--- src/common/lcac_pkg.sv ---
// Package with register selects, reset values, limits and timing for the config block.
package lcac_pkg;

  // Register selects on the configuration command port.
  localparam logic [3:0] SEL_COMPAT    = 4'h0;
  localparam logic [3:0] SEL_CHANNEL   = 4'h1;
  localparam logic [3:0] SEL_PAN       = 4'h2;
  localparam logic [3:0] SEL_DEST_UP   = 4'h3;
  localparam logic [3:0] SEL_DEST_LO   = 4'h4;
  localparam logic [3:0] SEL_OWN_SHORT = 4'h5;
  localparam logic [3:0] SEL_TIMEOUT   = 4'h6;
  localparam logic [3:0] SEL_STATUS    = 4'h7;

  // Reset values.
  localparam logic [1:0]  RST_COMPAT    = 2'h0;
  localparam logic [7:0]  RST_CHANNEL   = 8'h0C;
  localparam logic [15:0] RST_PAN       = 16'h3332;
  localparam logic [31:0] RST_DEST_UP   = 32'h0;
  localparam logic [31:0] RST_DEST_LO   = 32'h0;
  localparam logic [15:0] RST_OWN_SHORT = 16'h0;
  localparam logic [7:0]  RST_TIMEOUT   = 8'h19;

  // Field positions inside the compatibility bits.
  localparam int COMPAT_TX_BIT   = 0;
  localparam int COMPAT_DISC_BIT = 1;

  // Special address values, timeout range and response frame type.
  localparam logic [15:0] ADDR16_ALL     = 16'hFFFF;
  localparam logic [15:0] ADDR16_NO_SHRT = 16'hFFFE;
  localparam logic [15:0] PAN_ALL        = 16'hFFFF;
  localparam logic [31:0] DEST_LO_BCAST  = 32'h0000FFFF;
  localparam logic [7:0]  TIMEOUT_MIN    = 8'h01;
  localparam logic [7:0]  TIMEOUT_MAX    = 8'hFC;
  localparam logic [7:0]  FRAME_CMD_RESP = 8'h88;

  // Payload limits and overhead costs in bytes.
  localparam logic [6:0] PAY_BEST      = 7'd116;
  localparam logic [6:0] PAY_OLD_ENC   = 7'd95;
  localparam logic [6:0] PAY_OLD_PLAIN = 7'd100;
  localparam logic [6:0] PAY_APP_HDR   = 7'd4;
  localparam logic [6:0] PAY_LONG_SRC  = 7'd6;
  localparam logic [6:0] PAY_LONG_DST  = 7'd6;
  localparam logic [6:0] PAY_ENC_COST  = 7'd8;

  // Channel to centre frequency mapping.
  localparam int FREQ_BASE_MHZ = 2405;
  localparam int FREQ_STEP_MHZ = 5;
  localparam int FREQ_BASE_CH  = 11;

  // Discovery timeout unit, in its own unit and in clock cycles.
  localparam int CLK_PERIOD_NS     = 25;
  localparam int DISC_UNIT_MS      = 100;
  localparam int DISC_UNIT_CYCLES  = DISC_UNIT_MS * 1000000 / CLK_PERIOD_NS;

  // Settings held by the block.
  typedef struct packed {
    logic [1:0]  compat;
    logic [7:0]  channel;
    logic [15:0] pan;
    logic [31:0] dest_up;
    logic [31:0] dest_lo;
    logic [15:0] own_short;
    logic [7:0]  timeout;
  } lcac_cfg_type;

  // Header of a received frame offered to the filter.
  typedef struct packed {
    logic [15:0] pan;
    logic [7:0]  channel;
    logic        dst_long;
    logic [63:0] dst;
  } lcac_rx_type;

  typedef enum logic [1:0] {DISC_IDLE, DISC_WAIT} lcac_disc_type;

endpackage : lcac_pkg

--- src/rtl/lcac_top.sv ---
// Compatibility, channel, network and address configuration block of a radio node.
//
// Behaviour
// - Compat TX clear: payload limit from header, addresses, encryption; best 116.
// - Compat TX clear: several active messages, each to a distinct destination.
// - Compat TX set: payload fixed at 95 encrypted, 100 plain.
// - Compat TX set: only one transmit message active at a time.
// - Compat discovery clear: directed discovery ends on its single reply.
// - Compat discovery clear: a directed discovery with no reply before timeout gives an error.
// - Compat discovery set: directed discovery lasts to timeout, configuration writes refused.
// - Compat discovery set: directed discovery ends at timeout reporting success.
// - Centre frequency is 2405 MHz plus 5 MHz per channel above 11.
// - Accept traffic only with matching network identifier and channel.
// - Identifier 0xFFFF sends to all networks but does not widen reception.
// - Short destination when upper half zero and lower half below 0xFFFF.
// - Destination 0xFFFF is broadcast and the end-device polling address.
// - Both destination halves address transparent sends and sample reports.
// - Own short address 0xFFFF discards packets with 16-bit destinations.
// - Packets to the own 64-bit address pass the address check whatever the own short address is.
// - Compat discovery set, plain discovery in frame mode, no replies: send 0x88 OK frame.
// - Discovery timeout counts 100 ms units, legal 0x1 to 0xFC.
module lcac_top
  import lcac_pkg::*;
#(
  parameter int TICK_CYCLES = DISC_UNIT_CYCLES,
  parameter int TX_SLOTS    = 4
) (
  input  wire logic                        core_clk,
  input  wire logic                        rst_n,
  input  wire logic                        cfg_wr,
  input  wire logic                        cfg_rd,
  input  wire logic [3:0]                  cfg_sel,
  input  wire logic [31:0]                 cfg_wdata,
  output logic [31:0]                      cfg_rdata,
  output logic                             cfg_rvalid,
  output logic                             cfg_ok,
  output logic                             cfg_refused,
  input  wire logic [1:0]                  header_mode_sel,
  input  wire logic                        encryption_on,
  input  wire logic [63:0]                 own_long_addr,
  output logic [11:0]                      freq_mhz,
  output logic [6:0]                       max_payload,
  output logic [63:0]                      dest_addr,
  output logic                             dest_short,
  output logic                             dest_bcast,
  output logic                             tx_all_pans,
  input  wire logic                        tx_req,
  input  wire logic [63:0]                 tx_dest,
  input  wire logic                        tx_done,
  input  wire logic [$clog2(TX_SLOTS)-1:0] tx_done_slot,
  output logic                             tx_grant,
  output logic [$clog2(TX_SLOTS)-1:0]      tx_grant_slot,
  input  wire logic                        rx_valid,
  input  wire lcac_rx_type                 rx_hdr,
  output logic                             rx_accept,
  output logic                             rx_drop,
  input  wire logic                        discovery_cmd,
  input  wire logic                        disc_directed,
  input  wire logic                        disc_frame_mode,
  input  wire logic                        disc_reply,
  output logic                             disc_busy,
  output logic                             disc_done,
  output logic                             disc_ok,
  output logic                             disc_err,
  output logic                             resp_valid,
  output logic [7:0]                       resp_type
);

  typedef struct packed {
    lcac_cfg_type  cfg;
    logic [31:0]   rdata;
    logic          rvalid;
    logic          ok;
    logic          refused;
    logic [11:0]   freq;
    logic [6:0]    pay;
    logic          dshort;
    logic          dbcast;
    logic          allpan;
    logic          acc;
    logic          drop;
    lcac_disc_type dst;
    logic          directed;
    logic          frame;
    logic          replied;
    logic          done;
    logic          dok;
    logic          derr;
    logic          rvld;
  } lcac_state_type;

  lcac_state_type state;
  lcac_state_type next_state;
  logic           tmr_start;
  logic           tmr_abort;
  logic           tmr_expired;
  logic           tx_compat;
  logic           disc_compat;
  logic [6:0]     pay_calc;
  logic           dst_match;

  assign tx_compat   = state.cfg.compat[COMPAT_TX_BIT];
  assign disc_compat = state.cfg.compat[COMPAT_DISC_BIT];

  // Payload limit: legacy caps are fixed, otherwise each overhead costs bytes.
  always_comb
  begin
    pay_calc = PAY_BEST;
    if (header_mode_sel == 2'h0 || header_mode_sel == 2'h3)
    begin
      pay_calc = pay_calc - PAY_APP_HDR;
    end
    if (state.cfg.own_short == ADDR16_NO_SHRT || state.cfg.own_short == ADDR16_ALL)
    begin
      pay_calc = pay_calc - PAY_LONG_SRC;
    end
    if (!state.dshort)
    begin
      pay_calc = pay_calc - PAY_LONG_DST;
    end
    if (encryption_on)
    begin
      pay_calc = pay_calc - PAY_ENC_COST;
    end
    if (tx_compat)
    begin
      pay_calc = encryption_on ? PAY_OLD_ENC : PAY_OLD_PLAIN;
    end
  end

  // A short destination matches the own short address or the all-nodes value, unless the own short address is 0xFFFF.
  always_comb
  begin
    if (rx_hdr.dst_long)
    begin
      dst_match = (rx_hdr.dst == own_long_addr);
    end
    else
    begin
      dst_match = (state.cfg.own_short != ADDR16_ALL)
        && ((rx_hdr.dst[15:0] == state.cfg.own_short) || (rx_hdr.dst[15:0] == ADDR16_ALL));
    end
  end

  // Timer starts with a discovery and is cut short when a reply ends it early.
  assign tmr_start = discovery_cmd && (state.dst == DISC_IDLE);
  assign tmr_abort = (state.dst == DISC_WAIT) && state.directed && !disc_compat
    && disc_reply;

  always_comb
  begin
    next_state = state;
    next_state.rvalid  = 1'b0;
    next_state.ok      = 1'b0;
    next_state.refused = 1'b0;
    next_state.acc     = 1'b0;
    next_state.drop    = 1'b0;
    next_state.done    = 1'b0;
    next_state.dok     = 1'b0;
    next_state.derr    = 1'b0;
    next_state.rvld    = 1'b0;
    // Writes are refused while a discovery holds the command path.
    if (cfg_wr && state.dst == DISC_WAIT)
    begin
      next_state.refused = 1'b1;
    end
    else if (cfg_wr)
    begin
      next_state.ok = 1'b1;
      if (cfg_sel == SEL_COMPAT)
      begin
        next_state.cfg.compat = cfg_wdata[1:0];
      end
      else if (cfg_sel == SEL_CHANNEL)
      begin
        next_state.cfg.channel = cfg_wdata[7:0];
      end
      else if (cfg_sel == SEL_PAN)
      begin
        next_state.cfg.pan = cfg_wdata[15:0];
      end
      else if (cfg_sel == SEL_DEST_UP)
      begin
        next_state.cfg.dest_up = cfg_wdata;
      end
      else if (cfg_sel == SEL_DEST_LO)
      begin
        next_state.cfg.dest_lo = cfg_wdata;
      end
      else if (cfg_sel == SEL_OWN_SHORT)
      begin
        next_state.cfg.own_short = cfg_wdata[15:0];
      end
      else if (cfg_sel == SEL_TIMEOUT && cfg_wdata[7:0] >= TIMEOUT_MIN
        && cfg_wdata[7:0] <= TIMEOUT_MAX && cfg_wdata[31:8] == 24'h0)
      begin
        next_state.cfg.timeout = cfg_wdata[7:0];
      end
      else
      begin
        next_state.ok = 1'b0;
        next_state.refused = 1'b1;
      end
    end
    // Reads return the stored value, narrower fields zero-extended.
    if (cfg_rd)
    begin
      next_state.rvalid = 1'b1;
      if (cfg_sel == SEL_COMPAT)
      begin
        next_state.rdata = {30'h0, state.cfg.compat};
      end
      else if (cfg_sel == SEL_CHANNEL)
      begin
        next_state.rdata = {24'h0, state.cfg.channel};
      end
      else if (cfg_sel == SEL_PAN)
      begin
        next_state.rdata = {16'h0, state.cfg.pan};
      end
      else if (cfg_sel == SEL_DEST_UP)
      begin
        next_state.rdata = state.cfg.dest_up;
      end
      else if (cfg_sel == SEL_DEST_LO)
      begin
        next_state.rdata = state.cfg.dest_lo;
      end
      else if (cfg_sel == SEL_OWN_SHORT)
      begin
        next_state.rdata = {16'h0, state.cfg.own_short};
      end
      else if (cfg_sel == SEL_TIMEOUT)
      begin
        next_state.rdata = {24'h0, state.cfg.timeout};
      end
      else if (cfg_sel == SEL_STATUS)
      begin
        next_state.rdata = {25'h0, state.pay};
        next_state.rdata[31] = (state.dst == DISC_WAIT);
      end
      else
      begin
        next_state.rdata = 32'h0;
      end
    end
    // Derived settings, one cycle behind the stored configuration; the payload limit lags destination changes by two.
    next_state.freq = 12'(FREQ_BASE_MHZ - FREQ_STEP_MHZ * FREQ_BASE_CH)
      + 12'(state.cfg.channel) * 12'(FREQ_STEP_MHZ);
    next_state.dshort = (state.cfg.dest_up == 32'h0)
      && (state.cfg.dest_lo < DEST_LO_BCAST);
    next_state.dbcast = (state.cfg.dest_up == 32'h0)
      && (state.cfg.dest_lo == DEST_LO_BCAST);
    next_state.allpan = (state.cfg.pan == PAN_ALL);
    next_state.pay = pay_calc;
    // Reception needs own network and channel; the all-networks id is not a wildcard.
    if (rx_valid)
    begin
      if (rx_hdr.pan == state.cfg.pan && rx_hdr.channel == state.cfg.channel
        && dst_match)
      begin
        next_state.acc = 1'b1;
      end
      else
      begin
        next_state.drop = 1'b1;
      end
    end
    // Discovery sequencing.
    case (state.dst)
      DISC_IDLE:
      begin
        if (discovery_cmd)
        begin
          next_state.dst = DISC_WAIT;
          next_state.directed = disc_directed;
          next_state.frame = disc_frame_mode;
          next_state.replied = 1'b0;
        end
      end
      DISC_WAIT:
      begin
        if (disc_reply)
        begin
          next_state.replied = 1'b1;
        end
        if (tmr_abort)
        begin
          next_state.dst = DISC_IDLE;
          next_state.done = 1'b1;
          next_state.dok = 1'b1;
        end
        else if (tmr_expired)
        begin
          next_state.dst = DISC_IDLE;
          next_state.done = 1'b1;
          if (state.directed && disc_compat)
          begin
            next_state.dok = 1'b1;
          end
          else if (state.directed)
          begin
            next_state.derr = 1'b1;
          end
          else if (disc_compat && state.frame && !state.replied && !disc_reply)
          begin
            next_state.dok = 1'b1;
            next_state.rvld = 1'b1;
          end
        end
      end
      default:
      begin
        next_state.dst = DISC_IDLE;
      end
    endcase
  end

  always_ff @(posedge core_clk)
  begin
    if (!rst_n)
    begin
      state <= '0;
      state.cfg <= '{RST_COMPAT, RST_CHANNEL, RST_PAN, RST_DEST_UP, RST_DEST_LO,
                     RST_OWN_SHORT, RST_TIMEOUT};
      state.dst <= DISC_IDLE;
      state.pay <= PAY_BEST;
      state.freq <= 12'(FREQ_BASE_MHZ + FREQ_STEP_MHZ);
      state.dshort <= 1'b1;
    end
    else
    begin
      state <= next_state;
    end
  end

  // Discovery timeout timer in 100 ms units.
  lcac_disc_timer #(.TICK_CYCLES(TICK_CYCLES)) u_timer (
    .core_clk (core_clk),
    .rst_n    (rst_n),
    .start    (tmr_start),
    .abort    (tmr_abort),
    .units    (state.cfg.timeout),
    .expired  (tmr_expired)
  );

  // Transmit admission; the legacy setting allows one active message only.
  lcac_tx_gate #(.SLOTS(TX_SLOTS)) u_gate (
    .core_clk   (core_clk),
    .rst_n      (rst_n),
    .single     (tx_compat),
    .req        (tx_req),
    .dest       (tx_dest),
    .done       (tx_done),
    .done_slot  (tx_done_slot),
    .grant      (tx_grant),
    .grant_slot (tx_grant_slot)
  );

  // Output map; the full destination feeds transparent sends and sample reports.
  assign cfg_rdata   = state.rdata;
  assign cfg_rvalid  = state.rvalid;
  assign cfg_ok      = state.ok;
  assign cfg_refused = state.refused;
  assign freq_mhz    = state.freq;
  assign max_payload = state.pay;
  assign dest_addr   = {state.cfg.dest_up, state.cfg.dest_lo};
  assign dest_short  = state.dshort;
  assign dest_bcast  = state.dbcast;
  assign tx_all_pans = state.allpan;
  assign rx_accept   = state.acc;
  assign rx_drop     = state.drop;
  assign disc_busy   = (state.dst == DISC_WAIT);
  assign disc_done   = state.done;
  assign disc_ok     = state.dok;
  assign disc_err    = state.derr;
  assign resp_valid  = state.rvld;
  assign resp_type   = FRAME_CMD_RESP;
endmodule : lcac_top

--- src/rtl/lcac_disc_timer.sv ---
// Discovery timeout timer counting in 100 ms units.
module lcac_disc_timer
  import lcac_pkg::*;
#(
  parameter int TICK_CYCLES = DISC_UNIT_CYCLES
) (
  input  wire logic       core_clk,
  input  wire logic       rst_n,
  input  wire logic       start,
  input  wire logic       abort,
  input  wire logic [7:0] units,
  output logic            expired
);

  typedef struct packed {
    logic        run;
    logic [31:0] tick;
    logic [7:0]  left;
    logic        expired;
  } lcac_tmr_type;

  lcac_tmr_type state;
  lcac_tmr_type next_state;

  // Prescale to units, then count units down; expiry is a one-cycle pulse.
  always_comb
  begin
    next_state = state;
    next_state.expired = 1'b0;
    if (abort)
    begin
      next_state.run = 1'b0;
    end
    else if (start)
    begin
      next_state.run = 1'b1;
      next_state.tick = 32'(TICK_CYCLES - 1);
      next_state.left = units;
    end
    else if (state.run)
    begin
      if (state.tick != 32'h0)
      begin
        next_state.tick = state.tick - 32'h1;
      end
      else if (state.left <= 8'h01)
      begin
        next_state.run = 1'b0;
        next_state.expired = 1'b1;
      end
      else
      begin
        next_state.left = state.left - 8'h01;
        next_state.tick = 32'(TICK_CYCLES - 1);
      end
    end
  end

  always_ff @(posedge core_clk)
  begin
    if (!rst_n)
    begin
      state <= '0;
    end
    else
    begin
      state <= next_state;
    end
  end

  assign expired = state.expired;

endmodule : lcac_disc_timer

--- src/rtl/lcac_tx_gate.sv ---
// Admission gate for the active transmit queue, one slot per active message.
module lcac_tx_gate
  import lcac_pkg::*;
#(
  parameter int SLOTS = 4
) (
  input  wire logic                     core_clk,
  input  wire logic                     rst_n,
  input  wire logic                     single,
  input  wire logic                     req,
  input  wire logic [63:0]              dest,
  input  wire logic                     done,
  input  wire logic [$clog2(SLOTS)-1:0] done_slot,
  output logic                          grant,
  output logic [$clog2(SLOTS)-1:0]      grant_slot
);

  typedef struct packed {
    logic [SLOTS-1:0]       busy;
    logic [SLOTS-1:0][63:0] dst;
    logic                   grant;
    logic [$clog2(SLOTS)-1:0] slot;
  } lcac_gate_type;

  lcac_gate_type state;
  lcac_gate_type next_state;
  logic [SLOTS-1:0] same;

  // Per-slot check for a message already in flight to the same destination.
  for (genvar i = 0; i < SLOTS; i++)
  begin : g_cmp
    assign same[i] = state.busy[i] && (state.dst[i] == dest);
  end

  // The head request waits while blocked, so order per destination holds.
  always_comb
  begin
    next_state = state;
    next_state.grant = 1'b0;
    if (done)
    begin
      next_state.busy[done_slot] = 1'b0;
    end
    if (req && !state.grant && (same == '0) && !(single && (state.busy != '0)))
    begin
      for (int k = SLOTS - 1; k >= 0; k--)
      begin
        if (!state.busy[k])
        begin
          next_state.slot = k[$clog2(SLOTS)-1:0];
        end
      end
      if (state.busy != '1)
      begin
        next_state.grant = 1'b1;
        next_state.busy[next_state.slot] = 1'b1;
        next_state.dst[next_state.slot] = dest;
      end
    end
  end

  always_ff @(posedge core_clk)
  begin
    if (!rst_n)
    begin
      state <= '0;
    end
    else
    begin
      state <= next_state;
    end
  end

  assign grant = state.grant;
  assign grant_slot = state.slot;

endmodule : lcac_tx_gate

--- config.mk ---
export PLATFORM = sky130hd
export DESIGN_NAME = lcac_top
export DESIGN_NICKNAME = d
export VERILOG_FILES = /design/src/common/lcac_pkg.sv /design/src/rtl/lcac_top.sv /design/src/rtl/lcac_disc_timer.sv /design/src/rtl/lcac_tx_gate.sv
export SDC_FILE = /design/constraint.sdc
export NUM_CORES = 1
export LEC_CHECK = 0
export ABC_CLOCK_PERIOD_IN_PS = 2800
export BUFFER_PORTS_ARGS = -buffer_cell sky130_fd_sc_hd__buf_2
export CAP_MARGIN = 10
export CORE_MARGIN = 4
export CORE_UTILIZATION = 35
export CTS_CLUSTER_DIAMETER = 50
export DETAILED_ROUTE_END_ITERATION = 16
export HOLD_SLACK_MARGIN = 0.02
export PLACE_DENSITY = 0.57
export SLEW_MARGIN = 20
export SYNTH_ARGS = -nofsm -noshare
export SYNTH_HDL_FRONTEND = slang
export SYNTH_SLANG_ARGS = --single-unit
--- constraint.sdc ---
create_clock -name core_clk -period 2.8 [get_ports core_clk]
set_input_delay 0.14 -clock core_clk [delete_from_list [all_inputs] [get_ports core_clk]]
set_output_delay 0.14 -clock core_clk [all_outputs]
set_load 0.05 [all_outputs]
==> flow_metrics.env <==
export IMPL_status="finished clean"
export IMPL_crit_fanout=22
export IMPL_wl_mm=92.6
export IMPL_max_slew_worst_pin_slew_ns=0.835
export IMPL_ys_ff_latch=485
export IMPL_synth_top_area_frac=0.390
export IMPL_hold_path_class="in2reg"
export IMPL_startpoint="u_gate.state[238]$_SDFFE_PN0P_"
export IMPL_drive_above_1_share=0.216
export IMPL_numCtsBuffers=71
export IMPL_antenna_found_initial=15
export IMPL_p_total_uw=19400
export IMPL_nNetsFinal=3574
export IMPL_syn_area_um2=24900
export IMPL_finalCriticalPeriod_ns=2.74
export IMPL_power_frac_clock=0.485
export IMPL_avgSynthCellArea_um2=8.58
export IMPL_p_int_uw=13900
export IMPL_dp_hpwl_mm=69.7
export IMPL_swShare=0.284
export IMPL_drt_pass1_iterations=5
export IMPL_grt_max_degree=164
export IMPL_use_met1=0.289
export IMPL_ys_top_cells_by_area="dfxtp_1 (39%), mux2i_1 (11%), nand2_1 (8.8%)"
export IMPL_met2_usage=0.414
export IMPL_dieWidth_um=275
export IMPL_overflow=0
export IMPL_drv_slew=0
export IMPL_path_cells="xor2_1 -> buf_4 -> nor4_1 -> nand4_1 -> or4_1 -> o211ai_1 -> nor3_2 -> buf_12 -> o21a_1"
export IMPL_period_share=0.978
export IMPL_synth_cell_types=75
export IMPL_p_comb_frac=0.139
export IMPL_p_leak_uw=0.0122
export IMPL_critical_path_class="reg2reg"
export IMPL_wl_per_cell_um=21.6
export IMPL_synth_ff_type="dfxtp_1"
export IMPL_final_setup_viol_count=0
export IMPL_busiest_layer="met2"
export IMPL_p_switching_uw=5510
export IMPL_clockBufferDepth=3
export IMPL_via_per_inst=5.20
export IMPL_track_usage=0.236
export IMPL_clock_sinks=485
export IMPL_yosysTopAreaCell="dfxtp_1"
export IMPL_drt_iter0_markers=1898
export IMPL_p_per_area_nw_per_um2=623
export IMPL_insertion_delay_ns=0.62
export IMPL_ctsHtreeMaxLevel=3
export IMPL_drt_drc_violations_left=0
export IMPL_synth_cells=2902
export IMPL_crit_family="simple AND/OR/NAND/NOR gates"
export IMPL_via_count=22200
export IMPL_grt_pass1_vias=21800
export IMPL_hold_viol=0
export IMPL_ir_drop_mv=0.444
export IMPL_port_buffers=398
export IMPL_path_buf_inv=2
export IMPL_grt_pass1_wl_mm=137
export IMPL_ys_seq_area_frac=0.390
export IMPL_finClkSkew_ns=0.0419
export IMPL_clk_pin_slew_ns=0.05
export IMPL_io_pins=408
export IMPL_routabilityCongestion=0.964
export IMPL_crit_path_top_delay_cell="or4_1"
export IMPL_num_rows=97
export IMPL_core_area_um2=70300
export IMPL_min_from="rx_hdr[72]"
export IMPL_place_area_um2=27600
export IMPL_slew_limit_headroom=0.441
export IMPL_cts_root_buf="clkbuf_16"
export IMPL_required_ns=3.29
export IMPL_start_kind="register"
export IMPL_fmax_ghz=0.365
export IMPL_cts_tree="yes"
export IMPL_die_area_um2=75500
export IMPL_async_flop_share=0
export IMPL_detail_route_antenna_nets=0
export IMPL_crit_arrival_ns=3.23
export IMPL_pwr_share_seq=0.377
export IMPL_critPathMaxStageDelay_ns=0.52
export IMPL_maxCapViolCount=0
export IMPL_syn2layout_area_growth_pct=24.9
export IMPL_die_h_um=275
export IMPL_start_util=0.354
export IMPL_r2r_start="u_gate.state[238]$_SDFFE_PN0P_"
export IMPL_groute_layer_met3_usage=0.0375
export IMPL_worst_setup_path_end_kind="register"
export IMPL_synth_warnings=0
export IMPL_synth_edf_count=0
export IMPL_finalInstanceArea_um2=31100
synth_stat cells (5+ instances only):
master and number:
a31oi_1 9, nor2b_1 23, nand4b_1 5, clkbuf_1 165, ha_1 23, nand2b_1 32
or3_1 16, a311oi_1 9, mux2i_1 282, xor2_1 161, nand3_1 29, buf_2 31
a222oi_1 6, a22oi_1 26, nor2_1 116, nand2_1 582, a221oi_1 22, a211oi_1 8
o22ai_1 8, and2_1 6, nor4b_1 5, or4_1 5, a21oi_1 141, o2bb2ai_1 5
dfxtp_1 485, o221ai_1 8, o21a_1 5, nand4_1 67, xnor2_1 176, inv_1 67
a22o_1 6, buf_1 5, nor4_1 99, buf_4 126, o21ai_0 14, o2111ai_1 11
nor3_1 39, o32ai_1 6
timing repair:
action	in CTS	in global routing
hold endpoints to repair	290	0
gates resized for setup	6	16
gates cloned	0	1
setup endpoints to repair	154	220
setup buffers	2	4
pin swaps	2	4
hold buffers	82	0
flip-flops by register name, summed over array words and instances, names as in the netlist, 2 cells and up:
register,count
freq_mhz,12
u_timer.state,41
dest_addr,64
cfg_rdata,32
max_payload,6
u_gate.state,260
u_gate.grant_slot,2
state,53
worst register-to-register path: stages (launching register included):
cell	delay, ns
dfxtp_1	0.32
xor2_1	0.19
buf_4	0.18
nor4_1	0.47
nand4_1	0.13
or4_1	0.52
o211ai_1	0.25
nor3_2	0.16
buf_12	0.20
o21a_1	0.21
metal layers:
metal  share of wire  vias up
li1                -    10600
met1            0.40    10500
met2            0.49      952
met3           0.065      218
met4           0.046        4
met5         0.00029        -
worst paths after layout:
kind	end	slack (ns)	cells after the start
min reg2reg	state[5]$_SDFFE_PN0P_	0.46	2
min	rx_accept$_SDFF_PN0_	0.04	5
max	u_gate.state[261]$_SDFF_PN0_	0.06	9
max reg2reg	u_gate.state[261]$_SDFF_PN0_	0.06	9
cell type report:
class,count,area [µm²]
Fill cell,6911,39200
Multi-Input combinational cell,2028,13400
Sequential cell,485,9710
Timing Repair Buffer,625,4060
Clock buffer,84,1940
Tap cell,940,1180
Clock inverter,46,569
Inverter,68,260
Antenna cell,4,10.0
layout by cell type (no fill, tap or decap), drive strengths merged, types with 8 or more instances in the layout:
cell type and count:
nand4 67, a22oi 26, clkinvlp 10, inv 78, o22ai 8, nor4 100, o21ai 15, o32ai 8
a221oi 23, ha 23, nor2 117, xnor2 176, o2111ai 11, or3 16, or4 9, nand3 29
a211oi 9, conb 9, nand2 583, a311oi 9, dlygate4sd3 82, nor3 40, buf 543, xor2 161
clkinv 19, a21oi 141, mux2i 282, nand2b 32, clkbuf 84, dfxtp 485, o221ai 8, a31oi 11
nor2b 23
cell families after synthesis:
logic type,Yosys count,share of synthesized area
compound gates,321,0.0875
xor+xnor,337,0.118
fa+ha+maj,26,0.0140
buf+inv,397,0.0810
flops,485,0.390
mux,287,0.116
other cells,2,0.000301
simple gates,1047,0.193
power by group through the flow:
stage	Clock, µW	Sequential [µW]	Combinational [µW]
finish	9400	7310	2690
CTS	9540	7300	2640
floorplan	0	7410	1600
global placement	0	7450	2520
detailed placement	0	7450	2520
global route	9850	7330	2880
stage by stage:
| stage | hold slack [ns] | setup slack [ns] | utilization | TNS (ns) | instances |
|---|---|---|---|---|---|
| 2_1_floorplan | 0.219 | -0.00642 | - | -0.00642 | 2909 |
| 3_3_place_gp | 0.387 | -0.0958 | 0.393 | -4.06 | 4057 |
| 3_5_place_dp | 0.386 | -0.0834 | 0.393 | -1.29 | 4057 |
| 4_1_cts | 0.0207 | 0.0109 | 0.441 | 0 | 4271 |
| 5_1_grt | 0.0585 | -0.00107 | 0.443 | -0.00107 | 4278 |
| 6_report | 0.0435 | 0.0622 | 0.443 | 0 | 4280 |
(Power assumes the default switching activity.)
